`src/logic/acl_pkg.sv`:
```
// acl_pkg: register map, field layouts, criterion encodings and carriers
// for the single access control entry matcher.
// assumes a 32-bit APB register bus with word-aligned registers.
package acl_pkg;

  // register byte offsets
  localparam logic [11:0] OFF_CTRL     = 12'h000;
  localparam logic [11:0] OFF_PROTO    = 12'h004;
  localparam logic [11:0] OFF_SRC_ADDR = 12'h008;
  localparam logic [11:0] OFF_SRC_MASK = 12'h00C;
  localparam logic [11:0] OFF_DST_ADDR = 12'h010;
  localparam logic [11:0] OFF_DST_MASK = 12'h014;
  localparam logic [11:0] OFF_STATUS   = 12'h018;
  localparam logic [11:0] OFF_HIT_CNT  = 12'h01C;

  // control field positions (lsb of each field)
  localparam int CTRL_FTYPE_LSB = 0;
  localparam int CTRL_PROTO_LSB = 2;
  localparam int CTRL_TTL_LSB   = 5;
  localparam int CTRL_FRAG_LSB  = 7;
  localparam int CTRL_OPT_LSB   = 9;
  localparam int CTRL_SRC_LSB   = 11;
  localparam int CTRL_DST_LSB   = 13;
  localparam int CTRL_WIDTH     = 15;

  // reset values
  localparam logic [31:0] CTRL_RESET  = 32'h0000_0000;
  localparam logic [31:0] PROTO_RESET = 32'h0000_0000;
  localparam logic [31:0] ADDR_RESET  = 32'h0000_0000;
  localparam logic [31:0] MASK_RESET  = 32'hFFFF_FFFF;

  // well-known protocol numbers
  localparam logic [7:0] PROTO_NUM_ICMP = 8'h01;
  localparam logic [7:0] PROTO_NUM_TCP  = 8'h06;
  localparam logic [7:0] PROTO_NUM_UDP  = 8'h11;

  // frame type selection of the entry
  typedef enum logic [1:0] {
    FTYPE_ANY  = 2'h0,
    FTYPE_IPV4 = 2'h1,
    FTYPE_OTHER = 2'h2,
    FTYPE_RSVD = 2'h3
  } ftype_t;

  typedef enum logic [2:0] {
    PROTO_ANY  = 3'h0,
    PROTO_SPEC = 3'h1,
    PROTO_ICMP = 3'h2,
    PROTO_UDP  = 3'h3,
    PROTO_TCP  = 3'h4
  } proto_sel_t;

  // shared by ttl, fragment and option criteria
  typedef enum logic [1:0] {
    TRI_ANY  = 2'h0,
    TRI_NO   = 2'h1,
    TRI_YES  = 2'h2
  } tri_sel_t;

  typedef enum logic [1:0] {
    ADDR_ANY  = 2'h0,
    ADDR_HOST = 2'h1,
    ADDR_NET  = 2'h2
  } addr_sel_t;

  // parsed header fields from the ingress parser
  typedef struct packed {
    logic        is_ipv4;
    logic [7:0]  protocol;
    logic [7:0]  ttl;
    logic        more_frag;
    logic [12:0] frag_offset;
    logic        has_options;
    logic [31:0] source_ipv4_address;
    logic [31:0] destination_ipv4_address;
  } ipv4_hdr_t;

  // per-entry criteria as held in the register file
  typedef struct packed {
    ftype_t      ftype;
    proto_sel_t  proto_sel;
    tri_sel_t    ttl_sel;
    tri_sel_t    frag_sel;
    tri_sel_t    opt_sel;
    addr_sel_t   src_sel;
    addr_sel_t   dst_sel;
    logic [7:0]  proto_val;
    logic [31:0] src_addr;
    logic [31:0] src_mask;
    logic [31:0] dst_addr;
    logic [31:0] dst_mask;
  } ace_cfg_t;

endpackage : acl_pkg

```
`src/logic/acl_addr_cmp.sv`:
```
// acl_addr_cmp: one ipv4 address criterion (any, host or network).
// assumes cfg and frame address are stable in the evaluating cycle.
`timescale 1ns/1ns
`default_nettype none
module acl_addr_cmp (
  // criterion
  input  wire acl_pkg::addr_sel_t sel,
  input  wire logic [31:0]        prog_addr,
  input  wire logic [31:0]        prog_mask,
  // frame
  input  wire logic [31:0]        frame_addr,
  // result
  output logic                    match
);

  always_comb begin
    unique case (sel)
      acl_pkg::ADDR_HOST: match = (frame_addr == prog_addr);
      acl_pkg::ADDR_NET:
        match = ((frame_addr & prog_mask) == (prog_addr & prog_mask));
      default: match = 1'b1;
    endcase
  end

endmodule : acl_addr_cmp
`default_nettype wire

```
`src/logic/acl_hdr_cmp.sv`:
```
// acl_hdr_cmp: protocol, ttl, fragment and option criteria of an entry.
// assumes header fields come from same-clock parser logic.
`timescale 1ns/1ns
`default_nettype none
module acl_hdr_cmp (
  // criteria
  input  wire acl_pkg::proto_sel_t proto_sel,
  input  wire logic [7:0]          proto_val,
  input  wire acl_pkg::tri_sel_t   ttl_sel,
  input  wire acl_pkg::tri_sel_t   frag_sel,
  input  wire acl_pkg::tri_sel_t   opt_sel,
  // frame
  input  wire acl_pkg::ipv4_hdr_t  hdr,
  // results
  output logic                     proto_ok,
  output logic                     ttl_ok,
  output logic                     frag_ok,
  output logic                     opt_ok
);

  logic is_frag;
  logic ttl_nz;

  function automatic logic tri_ok(input acl_pkg::tri_sel_t s,
                                  input logic cond);
    unique case (s)
      acl_pkg::TRI_NO:  tri_ok = !cond;
      acl_pkg::TRI_YES: tri_ok = cond;
      default:          tri_ok = 1'b1;
    endcase
  endfunction : tri_ok

  always_comb begin
    is_frag = hdr.more_frag || (hdr.frag_offset != 13'h0000);
    ttl_nz  = (hdr.ttl != 8'h00);
    unique case (proto_sel)
      acl_pkg::PROTO_SPEC: proto_ok = (hdr.protocol == proto_val);
      acl_pkg::PROTO_ICMP:
        proto_ok = (hdr.protocol == acl_pkg::PROTO_NUM_ICMP);
      acl_pkg::PROTO_UDP:
        proto_ok = (hdr.protocol == acl_pkg::PROTO_NUM_UDP);
      acl_pkg::PROTO_TCP:
        proto_ok = (hdr.protocol == acl_pkg::PROTO_NUM_TCP);
      default: proto_ok = 1'b1;
    endcase
    ttl_ok  = tri_ok(ttl_sel, ttl_nz);
    // ttl "no" means the zero criterion: only ttl==0 hits
    frag_ok = tri_ok(frag_sel, is_frag);
    opt_ok  = tri_ok(opt_sel, hdr.has_options);
  end

endmodule : acl_hdr_cmp
`default_nettype wire

```
`src/logic/ipv4_acl_entry_matcher.sv`:
```
// ipv4_acl_entry_matcher: apb-configured single access control entry,
// registered hit decision for each valid parsed ipv4 header.
// assumes parser fields arrive on pclk with a one-cycle valid strobe.
//
// Notes on behaviour
// - ipv4 criteria apply only when the entry's frame type is ipv4
// - protocol don't-care accepts every protocol number
// - protocol specific hits only when protocol equals programmed byte
// - icmp selection hits only icmp frames; type/code checked elsewhere
// - udp selection hits only udp frames; ports checked elsewhere
// - tcp selection hits only tcp frames; ports and flags elsewhere
// - ttl zero criterion rejects frames with ttl above zero
// - ttl non-zero criterion hits ttl above zero, rejects ttl zero
// - fragment no rejects frames with more-fragments or nonzero offset
// - fragment yes hits only fragmented frames
// - options no rejects frames carrying ipv4 options
// - options yes hits only frames carrying ipv4 options
// - source don't-care ignores the source address
// - source host mode needs exact source address equality
// - source network mode compares source under the source mask
// - destination don't-care ignores the destination address
// - destination host mode needs exact destination equality
// - destination network mode compares under the destination mask
//
// Our own choices: the register addresses and the APB register port.
`timescale 1ns/1ns
`default_nettype none
module ipv4_acl_entry_matcher (
  // clock and reset
  input  wire logic               pclk,
  input  wire logic               presetn,
  // apb slave
  input  wire logic               psel,
  input  wire logic               penable,
  input  wire logic               pwrite,
  input  wire logic [11:0]        paddr,
  input  wire logic [31:0]        pwdata,
  output logic [31:0]             prdata,
  output logic                    pready,
  output logic                    pslverr,
  // parsed header from ingress parser
  input  wire logic               hdr_valid,
  input  wire acl_pkg::ipv4_hdr_t hdr,
  // match decision
  output logic                    result_valid,
  output logic                    hit
);

  acl_pkg::ace_cfg_t cfg_reg;
  acl_pkg::ace_cfg_t cfg_next;
  logic [31:0]       prdata_reg;
  logic [31:0]       prdata_next;
  logic              pready_reg;
  logic              pready_next;
  logic              pslverr_reg;
  logic              pslverr_next;
  logic              valid_reg;
  logic              valid_next;
  logic              hit_reg;
  logic              hit_next;
  logic              last_hit_reg;
  logic              last_hit_next;
  logic [31:0]       hit_cnt_reg;
  logic [31:0]       hit_cnt_next;

  logic proto_ok;
  logic ttl_ok;
  logic frag_ok;
  logic opt_ok;
  logic src_ok;
  logic dst_ok;
  logic match_now;
  logic acc_phase;
  logic known_addr;
  logic [31:0] ctrl_view;
  logic        wr_phase;
  logic [31:0] rd_word;

  // pack control criteria into the control word image
  function automatic logic [31:0] ctrl_pack(input acl_pkg::ace_cfg_t c);
    logic [31:0] w;
    w = 32'h0000_0000;
    w[acl_pkg::CTRL_FTYPE_LSB +: 2] = c.ftype;
    w[acl_pkg::CTRL_PROTO_LSB +: 3] = c.proto_sel;
    w[acl_pkg::CTRL_TTL_LSB   +: 2] = c.ttl_sel;
    w[acl_pkg::CTRL_FRAG_LSB  +: 2] = c.frag_sel;
    w[acl_pkg::CTRL_OPT_LSB   +: 2] = c.opt_sel;
    w[acl_pkg::CTRL_SRC_LSB   +: 2] = c.src_sel;
    w[acl_pkg::CTRL_DST_LSB   +: 2] = c.dst_sel;
    ctrl_pack = w;
  endfunction : ctrl_pack

  // offset decode shared by the read and write paths
  function automatic logic addr_known(input logic [11:0] a);
    unique case (a)
      acl_pkg::OFF_CTRL,
      acl_pkg::OFF_PROTO,
      acl_pkg::OFF_SRC_ADDR,
      acl_pkg::OFF_SRC_MASK,
      acl_pkg::OFF_DST_ADDR,
      acl_pkg::OFF_DST_MASK,
      acl_pkg::OFF_STATUS,
      acl_pkg::OFF_HIT_CNT: addr_known = 1'b1;
      default:              addr_known = 1'b0;
    endcase
  endfunction : addr_known

  // unpack a control word image into the criteria selections
  function automatic acl_pkg::ace_cfg_t ctrl_unpack(
      input acl_pkg::ace_cfg_t c,
      input logic [31:0]       w);
    acl_pkg::ace_cfg_t r;
    r           = c;
    r.ftype     = acl_pkg::ftype_t'(w[acl_pkg::CTRL_FTYPE_LSB +: 2]);
    r.proto_sel = acl_pkg::proto_sel_t'(w[acl_pkg::CTRL_PROTO_LSB +: 3]);
    r.ttl_sel   = acl_pkg::tri_sel_t'(w[acl_pkg::CTRL_TTL_LSB +: 2]);
    r.frag_sel  = acl_pkg::tri_sel_t'(w[acl_pkg::CTRL_FRAG_LSB +: 2]);
    r.opt_sel   = acl_pkg::tri_sel_t'(w[acl_pkg::CTRL_OPT_LSB +: 2]);
    r.src_sel   = acl_pkg::addr_sel_t'(w[acl_pkg::CTRL_SRC_LSB +: 2]);
    r.dst_sel   = acl_pkg::addr_sel_t'(w[acl_pkg::CTRL_DST_LSB +: 2]);
    ctrl_unpack = r;
  endfunction : ctrl_unpack

  acl_hdr_cmp u_hdr_cmp (
    .proto_sel (cfg_reg.proto_sel),
    .proto_val (cfg_reg.proto_val),
    .ttl_sel   (cfg_reg.ttl_sel),
    .frag_sel  (cfg_reg.frag_sel),
    .opt_sel   (cfg_reg.opt_sel),
    .hdr       (hdr),
    .proto_ok  (proto_ok),
    .ttl_ok    (ttl_ok),
    .frag_ok   (frag_ok),
    .opt_ok    (opt_ok)
  );

  acl_addr_cmp u_src_cmp (
    .sel        (cfg_reg.src_sel),
    .prog_addr  (cfg_reg.src_addr),
    .prog_mask  (cfg_reg.src_mask),
    .frame_addr (hdr.source_ipv4_address),
    .match      (src_ok)
  );

  acl_addr_cmp u_dst_cmp (
    .sel        (cfg_reg.dst_sel),
    .prog_addr  (cfg_reg.dst_addr),
    .prog_mask  (cfg_reg.dst_mask),
    .frame_addr (hdr.destination_ipv4_address),
    .match      (dst_ok)
  );

  // match evaluation
  always_comb begin
    unique case (cfg_reg.ftype)
      acl_pkg::FTYPE_IPV4:
        match_now = hdr.is_ipv4 && proto_ok && ttl_ok && frag_ok
                    && opt_ok && src_ok && dst_ok;
      acl_pkg::FTYPE_ANY: match_now = 1'b1;
      acl_pkg::FTYPE_OTHER: match_now = !hdr.is_ipv4;
      default: match_now = 1'b1;
    endcase
    valid_next    = hdr_valid;
    hit_next      = hdr_valid && match_now;
    last_hit_next = hdr_valid ? match_now : last_hit_reg;
  end

  // synchronous reset as the entry decision path requires
  always_ff @(posedge pclk) begin
    if (!presetn) begin
      valid_reg    <= 1'b0;
      hit_reg      <= 1'b0;
      last_hit_reg <= 1'b0;
    end else begin
      valid_reg    <= valid_next;
      hit_reg      <= hit_next;
      last_hit_reg <= last_hit_next;
    end
  end

  // hit counter: one count per decision that hits
  always_comb begin
    hit_cnt_next = hit_cnt_reg;
    if (hdr_valid && match_now) begin
      hit_cnt_next = hit_cnt_reg + 32'h0000_0001;
    end
  end

  always_ff @(posedge pclk or negedge presetn) begin
    if (!presetn) begin
      hit_cnt_reg <= 32'h0000_0000;
    end else begin
      hit_cnt_reg <= hit_cnt_next;
    end
  end

  // read multiplexer; unmapped offsets read as zero
  always_comb begin
    ctrl_view = ctrl_pack(cfg_reg);
    unique case (paddr)
      acl_pkg::OFF_CTRL:     rd_word = ctrl_view;
      acl_pkg::OFF_PROTO:    rd_word = {24'h00_0000, cfg_reg.proto_val};
      acl_pkg::OFF_SRC_ADDR: rd_word = cfg_reg.src_addr;
      acl_pkg::OFF_SRC_MASK: rd_word = cfg_reg.src_mask;
      acl_pkg::OFF_DST_ADDR: rd_word = cfg_reg.dst_addr;
      acl_pkg::OFF_DST_MASK: rd_word = cfg_reg.dst_mask;
      acl_pkg::OFF_STATUS:   rd_word = {31'h0000_0000, last_hit_reg};
      acl_pkg::OFF_HIT_CNT:  rd_word = hit_cnt_reg;
      default:               rd_word = 32'h0000_0000;
    endcase
  end

  // apb response: one wait state, answer held for one cycle
  always_comb begin
    acc_phase    = psel && penable && !pready_reg;
    known_addr   = addr_known(paddr);
    prdata_next  = prdata_reg;
    pready_next  = acc_phase;
    pslverr_next = 1'b0;
    if (acc_phase) begin
      prdata_next  = rd_word;
      pslverr_next = !known_addr;
    end
  end

  always_ff @(posedge pclk or negedge presetn) begin
    if (!presetn) begin
      prdata_reg  <= 32'h0000_0000;
      pready_reg  <= 1'b0;
      pslverr_reg <= 1'b0;
    end else begin
      prdata_reg  <= prdata_next;
      pready_reg  <= pready_next;
      pslverr_reg <= pslverr_next;
    end
  end

  // write lands at the edge where the master sees pready high
  always_comb begin
    wr_phase = psel && penable && pready_reg && pwrite;
    cfg_next = cfg_reg;
    if (wr_phase && addr_known(paddr)) begin
      unique case (paddr)
        acl_pkg::OFF_CTRL:     cfg_next = ctrl_unpack(cfg_reg, pwdata);
        acl_pkg::OFF_PROTO:    cfg_next.proto_val = pwdata[7:0];
        acl_pkg::OFF_SRC_ADDR: cfg_next.src_addr  = pwdata;
        acl_pkg::OFF_SRC_MASK: cfg_next.src_mask  = pwdata;
        acl_pkg::OFF_DST_ADDR: cfg_next.dst_addr  = pwdata;
        acl_pkg::OFF_DST_MASK: cfg_next.dst_mask  = pwdata;
        default: cfg_next = cfg_reg;
      endcase
    end
  end

  always_ff @(posedge pclk or negedge presetn) begin
    if (!presetn) begin
      cfg_reg.ftype     <= acl_pkg::FTYPE_ANY;
      cfg_reg.proto_sel <= acl_pkg::PROTO_ANY;
      cfg_reg.ttl_sel   <= acl_pkg::TRI_ANY;
      cfg_reg.frag_sel  <= acl_pkg::TRI_ANY;
      cfg_reg.opt_sel   <= acl_pkg::TRI_ANY;
      cfg_reg.src_sel   <= acl_pkg::ADDR_ANY;
      cfg_reg.dst_sel   <= acl_pkg::ADDR_ANY;
      cfg_reg.proto_val <= acl_pkg::PROTO_RESET[7:0];
      cfg_reg.src_addr  <= acl_pkg::ADDR_RESET;
      cfg_reg.src_mask  <= acl_pkg::MASK_RESET;
      cfg_reg.dst_addr  <= acl_pkg::ADDR_RESET;
      cfg_reg.dst_mask  <= acl_pkg::MASK_RESET;
    end else begin
      cfg_reg <= cfg_next;
    end
  end

  assign prdata       = prdata_reg;
  assign pready       = pready_reg;
  assign pslverr      = pslverr_reg;
  assign result_valid = valid_reg;
  assign hit          = hit_reg;

endmodule : ipv4_acl_entry_matcher
`default_nettype wire

```
`config.mk`:
```
export PLATFORM = sky130hd
export DESIGN_NAME = ipv4_acl_entry_matcher
export DESIGN_NICKNAME = d
export VERILOG_FILES = /design/src/logic/acl_pkg.sv /design/src/logic/acl_addr_cmp.sv /design/src/logic/acl_hdr_cmp.sv /design/src/logic/ipv4_acl_entry_matcher.sv
export SDC_FILE = /design/constraint.sdc
export NUM_CORES = 1
export LEC_CHECK = 0
export BUFFER_PORTS_ARGS = -buffer_cell sky130_fd_sc_hd__buf_2
export CAP_MARGIN = 20
export CORE_UTILIZATION = 40
export DETAILED_ROUTE_END_ITERATION = 6
export GPL_TIMING_DRIVEN = 1
export PLACE_DENSITY_LB_ADDON = 0.25
export SYNTH_ARGS = -nofsm -noshare
export SYNTH_HDL_FRONTEND = slang
export SYNTH_HIERARCHICAL = 1
export SYNTH_SLANG_ARGS = --single-unit
```
`constraint.sdc`:
```
create_clock -name pclk -period 3.4 [get_ports pclk]
set_input_delay 0.34 -clock pclk [delete_from_list [all_inputs] [get_ports pclk]]
set_output_delay 0.34 -clock pclk [all_outputs]
set_load 0.03 [all_outputs]
```
# Yosys cells after proc, flatten, opt, wreduce, memory -nomap -nowiden
# Memories as Yosys holds them, arrays and structs flattened.
# Index checks and enable logic that the tools add are counted.
# word_totals
regBits,220
rom_bits,64
in_bits,146
output_inout_bits,36
elab_cells,97
n_memories,2
# mem_list
name,depth,word_bits,rd,rd_clocked_by_memory_dff,write_ports,line_no,rtl
(name not given),32,1,1,0,0,ipv4_acl_entry_matcher.sv:95,unique case (a)
(name not given),32,1,1,0,0,ipv4_acl_entry_matcher.sv:95,
# op_classes
add_sub_neg,1
eq_ne,31
mux,11
n_bitwise,4
reduce_logical,29
# ops
cell,count
$pmux W32 S8,1
$and A32 B32 Y32,4
$eq A32 B32 Y1,4
$eq A12 B5 Y1 const B,4
$add A32 B1 Y32 const B,1
$eq A12 B4 Y1 const B,2
$reduce_bool A13 Y1,1
$eq A12 B3 Y1 const B,1
$eq A2 B1 Y1 const B,6
$eq A2 B2 Y1 const B,6
$logic_and A1 B1 Y1,12
$logic_not A12 Y1,1
$pmux W1 S2,6
$reduce_and A2 Y1,6
$eq A8 B1 Y1 const B,1
$eq A8 B3 Y1 const B,1
$eq A8 B5 Y1 const B,1
$eq A8 B8 Y1,1
$reduce_bool A8 Y1,1
$logic_not A7 Y1,1
$eq A3 B2 Y1 const B,2
$logic_not A1 Y1,6
$pmux W1 S4,1
$eq A3 B1 Y1 const B,1
other kinds (3),5

# Depth between registers and ports, before layout
# Gate-level depths: netlist of run 1.
# depth
word_depth,10
mapped_depth,11
depth_no_buf,11

# Cells and area by module
# Netlist of run 1, hierarchy kept.
# by_module_without_submodules
mod,n_inst,cells_each,area_per_inst_um2,seq_area_each_um2
ipv4_acl_entry_matcher,1,766,10010.9,5570.3
acl_addr_cmp,2,71,570.5,0.0
acl_hdr_cmp,1,67,473.0,0.0

# Least setup slack after synthesis of run 1
# Ideal clock, no wire load.
# synth_timing
path_kind,reg2reg
start,"reg, netlist name cfg_reg[148]"
end,reg hit_cnt_reg[13]
arrival_ns,2.504
t_required_ns,3.276
path_slack_ns,0.772
path_stages_with_launch,12
period_less_slack_ns,2.628
path_cell_list,dfrtp_1 -> buf_6 -> nor3b_4 -> a211oi_2 -> xor2_1 -> nand3_1 -> o32ai_1 -> nand4_1 -> o221a_2 -> nor3_1 -> nand3_1 -> xnor2_1
# synth_between
elab_chain_len,10
# synth_lines
item,line_no,rtl
$eq A3 B3 Y1 (tied with other cells),acl_hdr_cmp.sv:36,unique case (proto_sel)
$pmux W1 S4 (*),acl_hdr_cmp.sv:36,
net proto_ok,ipv4_acl_entry_matcher.sv:66,logic proto_ok;
$logic_and A1 B1 Y1 (*) (3 in series),ipv4_acl_entry_matcher.sv:157,match_now = hdr.is_ipv4 && proto_ok && ttl_ok && frag_ok
$logic_and A1 B1 Y1 (*) (3 in series),ipv4_acl_entry_matcher.sv:158,&& opt_ok && src_ok && dst_ok;
$pmux W1 S2 (*),ipv4_acl_entry_matcher.sv:155,unique case (cfg_reg.ftype)
$logic_and A1 B1 Y1 (*),ipv4_acl_entry_matcher.sv:184,if (hdr_valid && match_now) begin
end signal: assignment,ipv4_acl_entry_matcher.sv:193,hit_cnt_reg <= hit_cnt_next;
end: declaration,ipv4_acl_entry_matcher.sv:63,logic [31:0] hit_cnt_reg;
# Mark *: on every way through the listed nets, which the timed path passes. The rest lies on a longest branch.
# A chain may end at the register's enable or synchronous reset.

# Worst setup path in the final report of run 1
# layout_timing
start,reg cfg_reg[125] (netlist bit)
end,reg hit_cnt_reg[13]
# layout_between
elab_chain_len,7
# layout_lines
item,line_no,rtl
start: declaration,ipv4_acl_entry_matcher.sv:49,acl_pkg::ace_cfg_t cfg_reg;
start signal: assignment,ipv4_acl_entry_matcher.sv:270,cfg_reg <= cfg_next;
$and A32 B32 Y32,acl_addr_cmp.sv:20,match = ((frame_addr & prog_mask) == (prog_addr & prog_mask));
$eq A32 B32 Y1,acl_addr_cmp.sv:20,
$pmux W1 S2 (*),acl_addr_cmp.sv:17,unique case (sel)
net src_ok,ipv4_acl_entry_matcher.sv:70,logic src_ok;
$logic_and A1 B1 Y1 (*) (2 in series),ipv4_acl_entry_matcher.sv:158,
$pmux W1 S2 (*),ipv4_acl_entry_matcher.sv:155,
$logic_and A1 B1 Y1 (*),ipv4_acl_entry_matcher.sv:184,
# Marked as above.

==> run metrics, run 1 <==
Worst Reg2Reg Path Length in Cells 12; Core Box Area 28600 µm²; GRT met3 Usage 4.30%; die footprint 29700 µm²; kind of critical path reg2reg; number of buffers created by CTS 26; post-CTS resize count 0; global routing usage on met1 37.8%; final core area utilization 48.8%; Design Area, Final 14000 µm²; fillcell total 2652; via count of the first global-routing pass 8744; most frequently used flop master after synthesis sky130_fd_sc_hd__dfrtp_1; Clk pwr share 49.0%; worst rel slew slack 48.5%; number of iterations in the first detailed-routing pass 7; library cells used by synthesis 67; summed instance area of the synthesized netlist 11600 µm²; shortest clock period the worst path allows after layout 3.02 ns; net count of the finished layout 1327; end of the worst register-to-register path hit_cnt_reg[13]; logic depth of the worst path, buffers included 12; M2 GR Usage 39.6%; final number of setup-violating endpoints 0; fraction of registers with async set/reset 98.6%; synthesis-to-layout area growth 20.2%; floorplan die width 172 µm; combinational share of power 7.2%; Largest register FFs 151; crit path DAT 3.44 ns; number of nets produced by synthesis 1134; clock latency on the worst-skew pair 0.54 ns; Tot GR Track Use 26.2%; violations in the final reports design-rule violations; fin worst setup slack 0.377 ns; number of maximum-capacitance constraint violations 0; DPL Wire Length 28.7 mm; wire length per cell after detailed routing 24.4 µm; Max Transition Viols Final 0; final cycle utilization of the critical path 88.9%; Setup Skew 0.0121 ns; maximum number of buffers from clock root to sink 3; Num Clock Sinks 220; FP Rows 62; sw frac 23.8%; cell with the biggest individual delay on the critical path sky130_fd_sc_hd__dfrtp_1; starting DRC count in detailed routing 793; register clock-pin slew on the reported worst setup and hold paths 0.06 ns; Warnings, synthesis 6; crit path buf inv count 1; maximum fanout encountered on the critical timing path 6; startpoint of the worst setup timing path cfg_reg[125]; net load switching power 1.48 mW; sequential-to-total area share from yosys stat 47.9%; leakage power total 6.44 nW; wire length of the first global-routing pass 56.6 mm; Worst Setup Start Kind flip-flop; Worst R2R Start cfg_reg[125]; number of antenna violations at the first check in global routing 0; DRC violation count after routing 4; Fin. Hold Viols 0; final wirelength 38.3 mm; Reg2Reg Setup Slack 0.38 ns; Max Clk Rate 331 MHz; worst-margin pin slew 0.773 ns; number of buffers added on ports 181; Largest stage delay, worst path 0.41 ns; Post-synth EDFFs 0; hold wc startpoint pwdata[30]; share of post-route cells with drive strength above 1 44.1%; Reg area 5570 µm²; clock root buffer sky130_fd_sc_hd__clkbuf_16; setup repair after global routing missed its margin no; run status complete, but fails checks; number of H-tree levels 1; top cells by area in the synthesized netlist sky130_fd_sc_hd__dfrtp_1 33%, sky130_fd_sc_hd__mux2_2 18%, sky130_fd_sc_hd__dfstp_2 14%; weighted congestion reported at the end of routability-driven placement 0.972; dpl cell area 13000 µm²; data required time of the critical path 3.81 ns; area fraction of the dominant cell type after synthesis 32.9%; internal power 4.74 mW; #FFs+latches synth 220; TritonCTS clock tree built; post-route setup TNS 0 ns; Via-to-Cell Ratio 5.79; Synth Instances 975; fraction of power consumed by sequential logic 43.8%; Place WS 0.378 ns; endpoint kind of the worst setup timing path flip-flop; vertical die dimension 172 µm; maximum number of pins on one net before global-route repair 92; endpoint of the worst hold-timing path cfg_reg[94]; IO Count 182; Vias 9097; post-route ant nets 0; peak ir drop on the vdd network 0.280 mV; Worst Hold Class in2reg; Top delay family on crit path simple AND/OR/NAND/NOR gates; area taken by multi-input logic gates 5700 µm²; cells traversed along the worst timing path xor2_1 > a22o_1 > a221oi_2 > nand4_1 > nor3_1 > or3_1 > nand4_1 > o221a_2 > nor3_1 > buf_4 > nand3_1 > xnor2_1; routing layer with the top usage in global route met2; hold depth 2; Antenna Cells 0; initial core utilization 40.6%; grt ovf 0; Pwr per Cell Area 445 nW/µm²; dominant cell type by area after synthesis sky130_fd_sc_hd__dfrtp_1; average footprint of a synthesized cell 11.9 µm²
-- layout make-up --
class                      instances  share of cell area [%]
clock inverter                    10                    1.12
sequential                       220                    39.9
clock buffer                      38                    5.63
tap                              384                    3.44
multi-input combinational        684                    40.8
timing repair buffer             212                    8.51
inverter                          24                   0.645
-- what timing repair did --
| action | 4_1_cts | 5_1_grt |
|---|---|---|
| hold buffers | 1 | 0 |
| setup buffers | 0 | 0 |
| endpoints found under the hold margin | 73 | 0 |
-- power by group through the flow --
stage,clock [mW],combinational [mW],sequential [mW]
2_1_floorplan,0,0.175,2.76
3_3_place_gp,0,0.443,2.76
3_5_place_dp,0,0.447,2.77
4_1_cts,3.08,0.450,2.72
5_1_grt,3.20,0.485,2.73
6_report,3.05,0.450,2.72
-- cell usage after synthesis (all sizes together), types with 3 or more instances --
| cell | count |
|---|---|
| mux2 | 183 |
| dfrtp | 153 |
| xor2 | 68 |
| dfstp | 64 |
| nand2 | 53 |
| o21ai | 47 |
| xnor2 | 31 |
| buf | 30 |
| a221oi | 27 |
| inv | 24 |
| nor4 | 24 |
| a22o | 23 |
| nand4 | 22 |
| a21oi | 21 |
| nor2 | 21 |
| nand3 | 20 |
| a22oi | 18 |
| clkbuf | 17 |
| nor3 | 17 |
| mux2i | 16 |
| ha | 13 |
| nor4b | 12 |
| and3 | 9 |
| a32oi | 6 |
| nor2b | 5 |
| and4 | 4 |
| a211oi | 3 |
| and2 | 3 |
| dfxtp | 3 |
| nand2b | 3 |
| o22ai | 3 |
-- stage by stage --
step	power (mW)	std cells	hold WS (ns)
2_1_floorplan	2.93	975	0.0444
3_3_place_gp	3.21	1523	0.412
3_5_place_dp	3.21	1523	0.413
4_1_cts	6.26	1572	0.0677
5_1_grt	6.41	1572	0.0822
6_report	6.22	1572	0.0882
-- cells in the final DEF (no fill, tap or decap), types with 6 or more instances in the layout --
cell	instances
sky130_fd_sc_hd__a22oi_1	18
sky130_fd_sc_hd__nand4_1	22
sky130_fd_sc_hd__o21ai_0	46
sky130_fd_sc_hd__buf_4	27
sky130_fd_sc_hd__mux2_2	181
sky130_fd_sc_hd__clkbuf_16	27
sky130_fd_sc_hd__nor4b_1	12
sky130_fd_sc_hd__a221oi_2	6
sky130_fd_sc_hd__nor2_1	20
sky130_fd_sc_hd__buf_2	180
sky130_fd_sc_hd__ha_1	13
sky130_fd_sc_hd__xor2_1	68
sky130_fd_sc_hd__a21oi_1	21
sky130_fd_sc_hd__and3_1	8
sky130_fd_sc_hd__dfstp_2	64
sky130_fd_sc_hd__a32oi_1	6
sky130_fd_sc_hd__clkbuf_8	7
sky130_fd_sc_hd__nor3_1	13
sky130_fd_sc_hd__a22o_1	23
sky130_fd_sc_hd__inv_1	24
sky130_fd_sc_hd__mux2i_1	16
sky130_fd_sc_hd__nor4_1	22
sky130_fd_sc_hd__nand2_1	52
sky130_fd_sc_hd__dfrtp_1	153
sky130_fd_sc_hd__xnor2_1	31
sky130_fd_sc_hd__a221oi_1	21
sky130_fd_sc_hd__nand3_1	19
-- kinds of logic after synthesis --
group,synth area share [%]
mux,19.5
fa+ha+maj,1.40
compound gates,10.4
buf+inv,3.11
simple gates,10.2
xor+xnor,7.46
flops,47.9
-- how the worst max path moves through the flow --
stage	endpoint	slack, ns
detailed placement	hit_cnt_reg[18]	0.38
finish	hit_cnt_reg[13]	0.38
global route	hit_cnt_reg[13]	0.16
floorplan	hit_cnt_reg[13]	0.77
global placement	hit_cnt_reg[18]	0.40
CTS	hit_cnt_reg[13]	0.41
-- metal layers --
metal | vias to the layer above | routed length, µm
met5 | - | 0
li1 | 4016 | -
met1 | 4634 | 17100
met3 | 65 | 2810
met4 | 0 | 1250
met2 | 382 | 17200
Power figures use the tool's default switching activity.
==> run 2: changes to the inputs <==
- CORE_UTILIZATION: 40 -> 52
- GPL_ROUTABILITY_DRIVEN: default -> 0
==> run 2 against run 1 <==
- the flow now finishes without violations
- die area fell by 23%
- worst setup slack improved by 0.075 ns
- critical endpoint is now hit_cnt_reg[18]
- via count rose by 0.69%
==> run metrics, run 2 (synthesis results as in run 1) <==
run status complete, no violations; TritonCTS clock tree built; end of the worst register-to-register path hit_cnt_reg[18]; number of iterations in the first detailed-routing pass 5 (-2); final cycle utilization of the critical path 86.7% (-2.2 points); cell mode on critical path sky130_fd_sc_hd__nand4_1; Largest register FFs 151 (unchanged); Worst Reg2Reg Path Length in Cells 10 (-2); shortest clock period the worst path allows after layout 2.95 ns (-0.0754 ns); post-route setup TNS 0 ns (unchanged); routing layer with the top usage in global route met1; number of buffers added on ports 181 (unchanged); final wirelength 36.2 mm (-5.6%); global routing usage on met1 46.8% (+9.0 points); FP Rows 54 (-13%); hold bufs inserted after CTS 1 (unchanged); Max Clk Rate 339 MHz (+2.6%); vertical die dimension 152 µm (-12%); worst slack on hold paths 0.0915 ns (+0.00327 ns); IO Count 182 (unchanged); starting DRC count in detailed routing 791 (-0.25%); net load switching power 1.45 mW (-2.3%); Vias 9160 (+0.69%); final number of setup-violating endpoints 0 (unchanged); register clock-pin slew on the reported worst setup and hold paths 0.06 ns (about the same); internal power 4.70 mW (-0.74%); initial core utilization 53.1% (+12 points); via count of the first global-routing pass 8819 (+0.86%); leakage power total 6.40 nW (-0.69%); Largest stage delay, worst path 0.56 ns (+0.15 ns); clock latency on the worst-skew pair 0.54 ns (about the same); Via-to-Cell Ratio 6.27 (+8.4%); fillcell total 1798 (-32%); Antenna Cells 0 (unchanged); Worst Hold Class in2reg; Fin. Hold Viols 0 (unchanged); maximum number of buffers from clock root to sink 3 (unchanged); Clk pwr share 48.6% (-0.4 points); setup repair after global routing missed its margin no; area taken by multi-input logic gates 5700 µm² (unchanged); DRC violation count after routing 0 (-4); Num Clock Sinks 220 (unchanged); Top delay family on crit path compound AO/OA/AOI/OAI gates; wire length of the first global-routing pass 53.4 mm (-5.6%); total setup buffers inserted after CTS 0 (unchanged); Reg area 5570 µm² (unchanged); GRT met3 Usage 6.17% (+1.9 points); synthesis-to-layout area growth 18.4%; Tot GR Track Use 32.2% (+6.0 points); fraction of power consumed by sequential logic 44.2% (+0.4 points); number of buffers created by CTS 24 (-7.7%); endpoint kind of the worst setup timing path flip-flop; peak ir drop on the vdd network 0.370 mV (+32%); clock root buffer sky130_fd_sc_hd__clkbuf_16; number of antenna violations at the first check in global routing 0 (unchanged); Setup Skew 0.0236 ns (+0.0115 ns); maximum fanout encountered on the critical timing path 12 (+6); logic depth of the worst path, buffers included 10 (-2); worst-margin pin slew 0.941 ns (+0.168 ns); kind of critical path reg2reg; combinational share of power 7.2% (about the same); cell with the biggest individual delay on the critical path sky130_fd_sc_hd__dfrtp_1; DPL Wire Length 26.7 mm (-6.8%); share of post-route cells with drive strength above 1 43.9% (-0.21 points); crit path buf inv count 1 (unchanged); sw frac 23.5% (-0.29 points); number of maximum-capacitance constraint violations 0 (unchanged); Max Transition Viols Final 0 (unchanged); cells traversed along the worst timing path nor3b_4 > a21oi_1 > o32a_1 > o32ai_1 > nand4_1 > o221a_2 > nor3_1 > buf_4 > nand4_1 > xnor2_1; maximum number of pins on one net before global-route repair 83 (-9.8%); Worst Setup EP hit_cnt_reg[18]; M2 GR Usage 46.7% (+7.1 points); Core Box Area 21900 µm² (-24%); die footprint 23000 µm² (-23%); data required time of the critical path 3.81 ns (about the same); wire length per cell after detailed routing 24.8 µm (+1.7%); Worst Setup Start Kind flip-flop; floorplan die width 152 µm (-12%); post-route ant nets 0 (unchanged); number of H-tree levels 1 (unchanged); post-CTS resize count 0 (unchanged); commonest cells after routing, fill and taps aside 181 x sky130_fd_sc_hd__mux2_2, 180 x sky130_fd_sc_hd__buf_2, 153 x sky130_fd_sc_hd__dfrtp_1; net count of the finished layout 1321 (-0.45%); most common cell after layout, fill and taps aside sky130_fd_sc_hd__mux2_2; crit path DAT 3.36 ns (-0.08 ns); grt ovf 0 (unchanged); Pwr per Cell Area 447 nW/µm² (+0.41%); Worst R2R Start cfg_reg[148]; startpoint of the worst setup timing path cfg_reg[148]; worst rel slew slack 37.3% (-11 points); Reg2Reg Setup Slack 0.45 ns (+0.08 ns)
==> run 2: metal layers <==
metal	vias to the layer above	share of wire [%]
li1	4008	-
met5	-	0
met4	0	4.7
met2	466	43
met3	108	8.7
met1	4578	43
==> run 2: final cells by class <==
| cell class | count | share of cell area, % |
|---|---|---|
| repair buffers | 208 | 8.24 |
| inverters | 24 | 0.655 |
| multi-input cells | 684 | 41.4 |
| clock inverters | 13 | 1.75 |
| flip-flops and latches | 220 | 40.5 |
| clock buffers | 31 | 4.92 |
| well taps | 280 | 2.55 |
==> run 2: power by group through the flow <==
stage | registers [mW] | logic, mW | clock network [mW]
final | 2.72 | 0.441 | 2.99
after global routing | 2.72 | 0.472 | 3.12
after CTS | 2.72 | 0.438 | 3.00
after global placement | 2.76 | 0.430 | 0
after floorplan | 2.76 | 0.175 | 0
after detailed placement | 2.77 | 0.435 | 0
==> run 2: worst min-delay path by stage <==
stage | start | end | slack, ns | depth (start not counted)
2_1_floorplan | presetn | cfg_reg[100] | 0.04 | 0
3_3_place_gp | presetn | prdata[23] | 0.32 | 1
3_5_place_dp | presetn | prdata[24] | 0.33 | 1
4_1_cts | pwdata[26] | cfg_reg[122] | 0.08 | 2
5_1_grt | pwdata[29] | cfg_reg[29] | 0.08 | 2
6_report | pwdata[26] | cfg_reg[122] | 0.09 | 2
==> run 2: worst reg2reg max path: cells and delay by family (launching register included) <==
| kind | cells | cell delay [ns] |
|---|---|---|
| flip-flops | 1 | 0.56 |
| buffers and inverters | 1 | 0.17 |
| AND/OR/NAND/NOR | 4 | 0.87 |
| XOR/XNOR | 1 | 0.15 |
| AO/OA/AOI/OAI | 4 | 1.07 |
==> run 2: per-stage QoR <==
step	cells	total power, mW	setup WS, ns	utilization (%)	cell area (µm²)
floorplan	975	2.93	0.772	-	11600
global placement	1415	3.19	0.525	58.6	12800
detailed placement	1415	3.20	0.501	58.6	12800
CTS	1460	6.16	0.479	62.9	13800
global route	1460	6.32	0.302	62.9	13800
finish	1460	6.15	0.453	62.9	13800
==> run 3: changes to the inputs <==
- REMOVE_ABC_BUFFERS: default -> 1
==> run 3 against run 2 <==
- via count down 0.43%
- routed wire length fell by 2.4%
- combinational power about the same
- design area is 1.1% lower
- final cell count down 0.21%
- non-clock buffer count is 3 lower
==> run metrics, run 3 (synthesis results as in run 1) <==
clock latency on the worst-skew pair 0.53 ns (about the same); Worst Reg2Reg Path Length in Cells 10 (unchanged); FP Rows 54 (unchanged); number of maximum-capacitance constraint violations 0 (unchanged); final number of setup-violating endpoints 0 (unchanged); Pwr per Cell Area 421 nW/µm² (-5.9%); wire length of the first global-routing pass 53.4 mm (about the same); initial core utilization 53.1% (unchanged); shortest clock period the worst path allows after layout 3.09 ns (+0.145 ns); maximum number of pins on one net before global-route repair 92 (+11%); number of buffers added on ports 181 (unchanged); IO Count 182 (unchanged); wire length per cell after detailed routing 24.3 µm (-2.2%); final wirelength 35.3 mm (-2.4%); fraction of power consumed by sequential logic 47.7% (+3.5 points); Tot GR Track Use 31.7% (-0.45 points); Fin. Hold Viols 0 (unchanged); die footprint 23000 µm² (unchanged); worst rel slew slack 39.2% (+1.9 points); maximum fanout encountered on the critical timing path 14 (+2); floorplan die width 152 µm (unchanged); via count of the first global-routing pass 8976 (+1.8%); setup repair after global routing missed its margin no; Largest register FFs 151 (unchanged); number of antenna violations at the first check in global routing 3 (+3); data required time of the critical path 3.79 ns (-0.02 ns); Antenna Cells 0 (unchanged); vertical die dimension 152 µm (unchanged); Setup Skew 0.0271 ns (+0.00347 ns); Worst Setup Start Kind flip-flop; DPL Wire Length 25.1 mm (-6.2%); worst-margin pin slew 0.912 ns (-0.0287 ns); TritonCTS clock tree built; commonest cells after routing, fill and taps aside 181 x sky130_fd_sc_hd__mux2_2, 180 x sky130_fd_sc_hd__buf_2, 153 x sky130_fd_sc_hd__dfrtp_1; run status complete, no violations; number of buffers created by CTS 25 (+4.2%); share of post-route cells with drive strength above 1 43.1% (-0.82 points); endpoint kind of the worst setup timing path flip-flop; internal power 4.32 mW (-8.1%); net count of the finished layout 1319 (-0.15%); register clock-pin slew on the reported worst setup and hold paths 0.06 ns (about the same); most common cell after layout, fill and taps aside sky130_fd_sc_hd__mux2_2; net load switching power 1.40 mW (-3.0%); combinational share of power 7.7% (+0.5 points); number of H-tree levels 1 (unchanged); clock root buffer sky130_fd_sc_hd__clkbuf_16; Design Area, Final 13600 µm² (-1.1%); worst slack on hold paths 0.0940 ns (+0.00257 ns); peak ir drop on the vdd network 0.325 mV (-12%); hold depth 2 (unchanged); hold bufs inserted after CTS 1 (unchanged); Clk pwr share 44.7% (-3.9 points); crit path DAT 3.48 ns (+0.12 ns); sw frac 24.5% (+0.99 points); leakage power total 6.32 nW (-1.2%); grt ovf 0 (unchanged); dpl cell area 12800 µm² (about the same); starting DRC count in detailed routing 724 (-8.5%); Core Box Area 21900 µm² (unchanged); post-route ant nets 0 (unchanged); post-route setup TNS 0 ns (unchanged); Via-to-Cell Ratio 6.26 (-0.22%); Num Clock Sinks 220 (unchanged); Worst Hold Class in2reg; number of iterations in the first detailed-routing pass 7 (+2); post-CTS resize count 0 (unchanged); synthesis-to-layout area growth 17.1%; DRC violation count after routing 0 (unchanged); Max Clk Rate 323 MHz (-4.7%); maximum number of buffers from clock root to sink 3 (unchanged); final cycle utilization of the critical path 90.9% (+4.3 points); Max Transition Viols Final 0 (unchanged); Vias 9121 (-0.43%); fillcell total 1784 (-0.78%); kind of critical path reg2reg; total setup buffers inserted after CTS 0 (unchanged)
==> run 3: final timing paths <==
path / end / slack (ns) / from
min in group asynchronous: prdata[22] / 0.44 / presetn
max in group asynchronous: cfg_reg[66] / 2.12 / presetn
hold / removal: cfg_reg[55] / 0.09 / pwdata[23]
hold reg to reg: prdata[24] / 0.47 / prdata[24]
setup reg to reg: hit_cnt_reg[14] / 0.31 / cfg_reg[147]
setup / recovery: hit_cnt_reg[14] / 0.31 / cfg_reg[147]
==> run 3: critical path, stage by stage (launching register included) <==
cell	delay (ns)
sky130_fd_sc_hd__dfrtp_1	0.56
sky130_fd_sc_hd__nor3b_4	0.33
sky130_fd_sc_hd__a21oi_1	0.13
sky130_fd_sc_hd__o32a_1	0.32
sky130_fd_sc_hd__o32ai_1	0.37
sky130_fd_sc_hd__nand4_1	0.26
sky130_fd_sc_hd__o221a_2	0.34
sky130_fd_sc_hd__nor3_1	0.17
sky130_fd_sc_hd__buf_4	0.17
sky130_fd_sc_hd__nand4_1	0.13
sky130_fd_sc_hd__xnor2_1	0.16
==> run 3: layer usage <==
layer / GRT usage [%] / part of all wire, %
met1: 44.2 / 42
met2: 48.4 / 45
met3: 6.47 / 9.0
met4: 12.7 / 4.0
met5: 0 / 0.11
==> run 3: stage by stage <==
step | setup WS (ns) | util [%] | power [mW] | instances
6_report | 0.308 | 62.2 | 5.73 | 1457
4_1_cts | 0.377 | 62.2 | 5.75 | 1457
3_3_place_gp | 0.360 | 58.6 | 3.20 | 1412
3_5_place_dp | 0.426 | 58.6 | 3.20 | 1412
5_1_grt | 0.141 | 62.2 | 5.90 | 1457
2_1_floorplan | 0.451 | - | 2.90 | 928
==> run 3: power by group through the flow <==
stage,Sequential [mW],Clock [mW],Combinational (mW)
after CTS,2.73,2.58,0.437
final,2.73,2.56,0.440
after global placement,2.77,0,0.428
after detailed placement,2.77,0,0.433
after floorplan,2.76,0,0.149
after global routing,2.73,2.69,0.473
==> run 3: layout make-up <==
cell class	instances	area, µm²	area share [%]
Clock inverter	3	21.3	0.156
Sequential cell	220	5570	40.9
Inverter	24	90.1	0.662
Multi-Input combinational cell	684	5700	41.9
Timing Repair Buffer	205	1140	8.34
Clock buffer	41	746	5.48
Tap cell	280	350	2.57
